$ cat src/hw/hmcg_defines.vh
// hmcg_defines.vh: constants for the halt-mode clock gating block
// assumes: included by bare name from the design files under hw/
`ifndef HMCG_DEFINES_VH
`define HMCG_DEFINES_VH
// cpu run state codes
`define HMCG_ST_RUN       1'b0
`define HMCG_ST_HALT      1'b1
// reset values
`define HMCG_RST_GATE     1'b0
`define HMCG_RST_PORT     8'h00
`define HMCG_RST_EN       1'h1
`define HMCG_RST_WAKE     1'h0
`define HMCG_RST_RVEC     1'h1
// synchroniser depth
`define HMCG_SYNC_STAGES  2
// timer 50/51 count clock select codes
`define HMCG_T5X_SEL_EXT  2'h3
// uart baud clock select code for timer 50 output
`define HMCG_UART_SEL_T50 2'h3
// timer unit source select code for the subsystem clock
`define HMCG_TU_SEL_SUB   2'h1
`endif

$ cat src/hw/hmcg_top.v
// hmcg_top.v: halt-mode standby gating with the cpu on the subsystem clock
// assumes: oscillator status, pin levels and interrupt lines are asynchronous;
// cpu-side controls (halt strobe, selects, port data) are on i_clk
// outputs are flip-flop levels, except the one-cycle wake pulses
`timescale 1ns/1ps
`include "hmcg_defines.vh"
// Overview of operation
// - halt on subsystem clock enters halt mode
// - cpu clock gated off during halt
// - port latches hold pre-halt values
// - timer 00 runs only while main osc runs
// - timer 50 needs external input without osc
// - timer 51 needs external input without osc
// - serial channel needs external clock when stopped
// - uarts need running timer 50 output clock
// - option selects stoppable or fixed ring oscillator
// - ring stopped only if stoppable and stopped
// - timer unit needs subsystem source without osc
// - unmasked interrupt releases halt, vector or next
// - reset releases halt and restarts at vector
module hmcg_top #(
  parameter       PORT_W        = 8,
  parameter       IRQ_W         = 8,
  parameter [0:0] RING_STOPPABLE = 1'b1
) (
  input  wire              i_clk,
  input  wire              i_srst,
  input  wire              i_halt_exec,
  input  wire              i_cpu_on_subclk,
  input  wire              i_main_osc_input_run,
  input  wire              i_ring_sw_stop,
  input  wire [1:0]        i_timer50_clk_sel,
  input  wire [1:0]        i_timer51_clk_sel,
  input  wire              i_csi_clk_ext_sel,
  input  wire [1:0]        i_uart_a_clk_sel,
  input  wire [1:0]        i_uart_b_clk_sel,
  input  wire [1:0]        i_timer_unit_src_sel,
  input  wire [IRQ_W-1:0]  i_irq_req,
  input  wire [IRQ_W-1:0]  i_irq_mask,
  input  wire              i_irq_ack_en,
  input  wire [PORT_W-1:0] i_port_data,
  output reg               o_halted,
  output reg               o_cpu_clk_en,
  output reg  [PORT_W-1:0] o_port_latch,
  output reg               o_timer00_en,
  output reg               o_timer50_en,
  output reg               o_timer51_en,
  output reg               o_csi_en,
  output reg               o_uart_a_en,
  output reg               o_uart_b_en,
  output reg               o_timer_unit_en,
  output reg               o_clk_monitor_en,
  output reg               o_internal_ring_oscillator_run,
  output reg               o_ext_int_en,
  output reg               o_lvd_en,
  output reg               o_wake_vector,
  output reg               o_wake_next,
  output reg               o_reset_vector
);
  localparam ST_RUN  = `HMCG_ST_RUN;
  localparam ST_HALT = `HMCG_ST_HALT;

  wire [IRQ_W+1:0] sync_w;
  wire             osc_run;
  wire             ring_req_stop;
  wire [IRQ_W-1:0] irq_s;

  hmcg_sync #(
    .W(IRQ_W+2)
  ) u_sync (
    .i_clk   (i_clk),
    .i_srst  (i_srst),
    .i_async ({i_irq_req, i_ring_sw_stop, i_main_osc_input_run}),
    .o_sync  (sync_w)
  );
  assign osc_run       = sync_w[0];
  assign ring_req_stop = sync_w[1];
  assign irq_s         = sync_w[IRQ_W+1:2];

  // registered state and helpers
  reg  state_q;
  reg  state_d;
  wire irq_hit;
  wire ring_stopped;
  wire int_stopped;
  wire halt;
  wire t50_run;

  // next values of the registered outputs
  wire halted_d;
  wire cpu_clk_en_d;
  wire timer00_en_d;
  wire timer50_en_d;
  wire timer51_en_d;
  wire csi_en_d;
  wire uart_a_en_d;
  wire uart_b_en_d;
  wire timer_unit_en_d;
  wire clk_monitor_en_d;
  wire internal_ring_oscillator_run_d;
  wire wake_vector_d;
  wire wake_next_d;

  // release request and oscillator state
  assign irq_hit      = |(irq_s & ~i_irq_mask);
  assign ring_stopped = RING_STOPPABLE & ring_req_stop;
  assign int_stopped  = ~osc_run | ring_stopped;
  assign halt         = (state_q == ST_HALT);

  always @* begin
    state_d = state_q;
    case (state_q)
      ST_RUN: begin
        if (i_halt_exec && i_cpu_on_subclk) begin
          state_d = ST_HALT;
        end
      end
      ST_HALT: begin
        if (irq_hit) begin
          state_d = ST_RUN;
        end
      end
      default: begin
        state_d = ST_RUN;
      end
    endcase
  end

  // cpu-side next values
  assign halted_d         = (state_d == ST_HALT);
  assign cpu_clk_en_d     = (state_d != ST_HALT);

  // peripheral gating next values, one cycle behind state
  assign timer00_en_d     = ~halt | osc_run;
  assign t50_run          = ~halt | osc_run |
                            (i_timer50_clk_sel == `HMCG_T5X_SEL_EXT);
  assign timer50_en_d     = t50_run;
  assign timer51_en_d     = ~halt | osc_run |
                            (i_timer51_clk_sel == `HMCG_T5X_SEL_EXT);
  assign csi_en_d         = ~halt | ~int_stopped |
                            i_csi_clk_ext_sel;
  assign uart_a_en_d      = ~halt | ~int_stopped |
                            ((i_uart_a_clk_sel == `HMCG_UART_SEL_T50) & t50_run);
  assign uart_b_en_d      = ~halt | ~int_stopped |
                            ((i_uart_b_clk_sel == `HMCG_UART_SEL_T50) & t50_run);
  assign timer_unit_en_d  = ~halt | osc_run |
                            (i_timer_unit_src_sel == `HMCG_TU_SEL_SUB);
  assign clk_monitor_en_d = ~(halt & ring_stopped);
  assign internal_ring_oscillator_run_d   = ~ring_stopped;

  // wake pulse next values
  assign wake_vector_d    = halt & irq_hit & i_irq_ack_en;
  assign wake_next_d      = halt & irq_hit & ~i_irq_ack_en;

  // state, cpu clock and reset vector
  always @(posedge i_clk) begin
    if (i_srst) begin
      state_q        <= ST_RUN;
      o_halted       <= `HMCG_RST_GATE;
      o_cpu_clk_en   <= `HMCG_RST_EN;
      o_reset_vector <= `HMCG_RST_RVEC;
    end else begin
      state_q        <= state_d;
      o_halted       <= halted_d;
      o_cpu_clk_en   <= cpu_clk_en_d;
      o_reset_vector <= 1'h0;
    end
  end

  // port output latch, frozen while halted
  always @(posedge i_clk) begin
    if (i_srst) begin
      o_port_latch <= {PORT_W{1'b0}};
    end else begin
      if (state_d != ST_HALT) begin
        o_port_latch <= i_port_data;
      end
    end
  end

  // peripheral gating
  always @(posedge i_clk) begin
    if (i_srst) begin
      o_timer00_en     <= `HMCG_RST_EN;
      o_timer50_en     <= `HMCG_RST_EN;
      o_timer51_en     <= `HMCG_RST_EN;
      o_csi_en         <= `HMCG_RST_EN;
      o_uart_a_en      <= `HMCG_RST_EN;
      o_uart_b_en      <= `HMCG_RST_EN;
      o_timer_unit_en  <= `HMCG_RST_EN;
      o_clk_monitor_en <= `HMCG_RST_EN;
      o_internal_ring_oscillator_run   <= `HMCG_RST_EN;
    end else begin
      o_timer00_en     <= timer00_en_d;
      o_timer50_en     <= timer50_en_d;
      o_timer51_en     <= timer51_en_d;
      o_csi_en         <= csi_en_d;
      o_uart_a_en      <= uart_a_en_d;
      o_uart_b_en      <= uart_b_en_d;
      o_timer_unit_en  <= timer_unit_en_d;
      o_clk_monitor_en <= clk_monitor_en_d;
      o_internal_ring_oscillator_run   <= internal_ring_oscillator_run_d;
    end
  end

  // always-on blocks and wake pulses
  always @(posedge i_clk) begin
    if (i_srst) begin
      o_ext_int_en  <= `HMCG_RST_EN;
      o_lvd_en      <= `HMCG_RST_EN;
      o_wake_vector <= `HMCG_RST_WAKE;
      o_wake_next   <= `HMCG_RST_WAKE;
    end else begin
      o_ext_int_en  <= 1'h1;
      o_lvd_en      <= 1'h1;
      o_wake_vector <= wake_vector_d;
      o_wake_next   <= wake_next_d;
    end
  end
endmodule

$ cat src/hw/hmcg_sync.v
// hmcg_sync.v: two-stage level synchroniser, one bit per lane
// assumes: inputs come from outside the i_clk domain
`timescale 1ns/1ps
module hmcg_sync #(
  parameter W = 1
) (
  input  wire         i_clk,
  input  wire         i_srst,
  input  wire [W-1:0] i_async,
  output wire [W-1:0] o_sync
);
  reg [W-1:0] meta_q;
  reg [W-1:0] sync_q;
  always @(posedge i_clk) begin
    if (i_srst) begin
      meta_q <= {W{1'b0}};
      sync_q <= {W{1'b0}};
    end else begin
      meta_q <= i_async;
      sync_q <= meta_q;
    end
  end
  assign o_sync = sync_q;
endmodule

$ cat config.mk
export PLATFORM = sky130hd
export DESIGN_NAME = hmcg_top
export DESIGN_NICKNAME = d
export VERILOG_FILES = /design/src/hw/hmcg_top.v /design/src/hw/hmcg_sync.v
export VERILOG_INCLUDE_DIRS = /design/src /design/src/hw
export SDC_FILE = /design/constraint.sdc
export NUM_CORES = 1
export LEC_CHECK = 0
export BUFFER_PORTS_ARGS = -buffer_cell sky130_fd_sc_hd__buf_2
export CAP_MARGIN = 20
export CORE_MARGIN = 2
export CORE_UTILIZATION = 48
export CTS_CLUSTER_DIAMETER = 40
export DETAILED_ROUTE_END_ITERATION = 7
export HOLD_SLACK_MARGIN = 0.02
export PLACE_DENSITY = 0.78
export SLEW_MARGIN = 20
export SYNTH_ARGS = -nofsm -noshare
export SYNTH_HDL_FRONTEND = slang
export SYNTH_HIERARCHICAL = 1
export SYNTH_SLANG_ARGS = --single-unit
$ cat constraint.sdc
create_clock -name i_clk -period 1.76 [get_ports i_clk]
set_input_delay 0.088 -clock i_clk [delete_from_list [all_inputs] [get_ports i_clk]]
set_output_delay 0.088 -clock i_clk [all_outputs]
set_load 0.02 [all_outputs]
==> impl_metrics.env <==
export IMPL_cts_sinks=42
export IMPL_synth_avg_cell_area_um2=10.9
export IMPL_ys_seq_area_share_pct=48.4
export IMPL_via_count=1483
export IMPL_ys_seq_elements=42
export IMPL_synthAdderAreaFrac_pct=0
export IMPL_seqCellArea_um2=841
export IMPL_grt_overflow=0
export IMPL_grtUsageTotal_pct=19.5
export IMPL_worstPathMaxFanout=18
export IMPL_power_leakage_uw=0.000986
export IMPL_synth_compound_area_share_pct=17.9
export IMPL_htreeDepth=2
export IMPL_drtPass1Iterations=4
export IMPL_fin_nets=289
export IMPL_cts_clk_slew_worst_paths_ns=0.12
export IMPL_synth_xor_area_share_pct=0
export IMPL_routed_wl_mm=3.98
export IMPL_synthFlopType="dfxtp_1"
export IMPL_hpwl_mm=2.30
export IMPL_status="finished clean"
export IMPL_std_cell_rows=21
export IMPL_yosys_warnings=6
export IMPL_n_fill_cell=268
export IMPL_powerDensity_nw_per_um2=783
export IMPL_grt_pass1_vias=1397
export IMPL_hp_class="in -> reg"
export IMPL_dieWidth_um=64.2
export IMPL_portBuffers=63
export IMPL_synth_edf_count=0
export IMPL_grt_start_max_net_pins=23
export IMPL_clk_latency_ns=0.35
export IMPL_hold_violations=0
export IMPL_async_flop_share_pct=0
export IMPL_synthSimpleGateAreaFrac_pct=27.2
export IMPL_fmax_mhz=612
export IMPL_netlist_instances=160
export IMPL_cts_buffer_depth=2
export IMPL_place_ws_ns=0.327
export IMPL_drt_iter0_drc=201
export IMPL_fin_util_pct=69.3
export IMPL_yosys_cell_types_count=31
export IMPL_cp_data_arrival_time_ns=1.88
export IMPL_total_power_uw=1860
export IMPL_cts_root_buf="clkbuf_4"
export IMPL_viasPerCell=5.04
export IMPL_path_cells="inv_1, nor3_4, o21ai_0, dlygate4sd3_1"
export IMPL_cp_slowest_cell="dlygate4sd3_1"
export IMPL_layout_commonest_cell="buf_2"
export IMPL_synth_mux_area_fraction_pct=0
export IMPL_endpoint_kind="flip-flop"
export IMPL_grt_antenna_before_repair=0
export IMPL_setup_tns_ns=0
export IMPL_wl_per_cell_um=13.5
export IMPL_finalCriticalPeriod_ns=1.63
export IMPL_cp_start_kind="flip-flop"
export IMPL_dieArea_um2=4120
export IMPL_fp_dieH_um=64.2
export IMPL_fp_coreArea_um2=3420
export IMPL_fin_crit_sh_pct=92.9
export IMPL_cp_required_ns=2.00
export IMPL_drc_errors=0
export IMPL_critPathMaxStageDelay_ns=0.57
export IMPL_syn_area_um2=1740
export IMPL_ir_drop_mv=0.563
export IMPL_start_util_pct=50.8
export IMPL_area_growth_synth_to_final_pct=36.4
export IMPL_finalMaxSlewViolations=0
export IMPL_critical_path_class="reg -> reg"
export IMPL_n_antenna_cell=0
export IMPL_final_cell_mix="buf_2 (63), dfxtp_1 (42), nand2_1 (22), dlygate4sd3_1 (22), nor2b_2 (16)"
export IMPL_multiInputGateArea_um2=796
export IMPL_setup_violations=0
export IMPL_cts_tree="yes"
export IMPL_routabilityCongestion=0.808
export IMPL_grt_pass1_wl_mm=6.27
export IMPL_postRouteAntennaNets=0
export IMPL_cts_buffers=5
export IMPL_setup_slack_ns=0.125
export IMPL_ioPinCount=66
export IMPL_synth_top_family_by_area="simple AND/OR/NAND/NOR gates"
export IMPL_layout_drive_gt1_share_pct=44.0
export IMPL_maxCapViolations=0
export IMPL_skew_ns=0.00836
==> Yosys cell counts (2+ instances only) <==
| cell type | n | area (um^2) |
|---|---|---|
| dfxtp_1 | 42 | 841 |
| clkbuf_1 | 4 | 15.0 |
| nor2b_1 | 5 | 31.3 |
| buf_4 | 2 | 15.0 |
| a31o_2 | 2 | 17.5 |
| a211o_1 | 8 | 70.1 |
| and4_1 | 8 | 70.1 |
| nor2b_2 | 16 | 140 |
| nor2_1 | 2 | 7.51 |
| o311ai_1 | 7 | 61.3 |
| buf_1 | 2 | 7.51 |
| a2111oi_4 | 2 | 55.1 |
| nand2_1 | 22 | 82.6 |
| inv_1 | 6 | 22.5 |
| a41oi_1 | 8 | 70.1 |
| buf_6 | 4 | 45.0 |
| nor2b_4 | 6 | 82.6 |
==> critical path, delay by kind of cell (launching register included) <==
| kind | cells | cell delay [ns] |
|---|---|---|
| buffers and inverters | 2 | 0.79 |
| and+or+nand+nor | 1 | 0.29 |
| DFF | 1 | 0.34 |
| AOI/OAI and AO/OA | 1 | 0.12 |
==> state kept, by name, summed over array words and instances, names as in the netlist <==
name	cells
o_reset_vector	1
o_cpu_clk_en	1
o_uart_a_en	1
o_csi_en	1
o_timer50_en	1
o_timer_unit_en	1
o_internal_ring_oscillator_run	1
o_port_latch	8
o_timer51_en	1
halt	1
o_timer00_en	1
o_clk_monitor_en	1
u_sync/o_sync	10
u_sync/meta_q	10
o_wake_next	1
o_wake_vector	1
o_uart_b_en	1
==> final cells by class <==
class | count | area share, %
clock buffer | 6 | 2.17
clock inverter | 2 | 0.528
inverter | 6 | 0.951
multi-input combinational | 100 | 33.6
sequential | 42 | 35.5
tap | 46 | 2.43
timing repair buffer | 92 | 24.8
==> cells by family after synthesis <==
family | count (synthesis)
other cells | 1
buf+inv | 19
compound gates | 31
flops | 42
simple gates | 67
==> layer usage <==
layer | global-route usage (%) | up-vias | wire length [um]
li1 | - | 739 | -
met1 | 23.0 | 694 | 1650
met2 | 34.0 | 44 | 2080
met3 | 5.99 | 6 | 209
met4 | 5.59 | 0 | 40
met5 | 0 | - | 0
==> final timing paths <==
kind	startpoint	cells after the start	end	slack, ns
setup / recovery	halt	4	o_timer_unit_en	0.13
hold / removal	i_port_data[4]	4	o_port_latch[4]	0.10
setup reg to reg	halt	4	o_timer_unit_en	0.13
hold reg to reg	u_sync/o_sync[1]	1	o_internal_ring_oscillator_run	0.43
==> repair_timing <==
action / 4_1_cts / 5_1_grt
endpoints found under the setup margin: 0 / 1
endpoints found under the hold margin: 17 / 0
gates resized for setup: 0 / 1
setup buffers: 0 / 2
hold buffers: 22 / 0
==> metrics by stage <==
step	cell area, um^2	cells	hold slack [ns]
final	2370	294	0.101
after global routing	2370	294	0.0933
after CTS	2350	292	0.0945
after detailed placement	2060	262	0.282
after global placement	2060	262	0.276
after floorplan	1740	161	0.116
==> report_power, final <==
group	internal, uW	switching [uW]
logic	158	175
clock network	192	310
registers	999	20.8
Power figures use the tool's default switching activity.
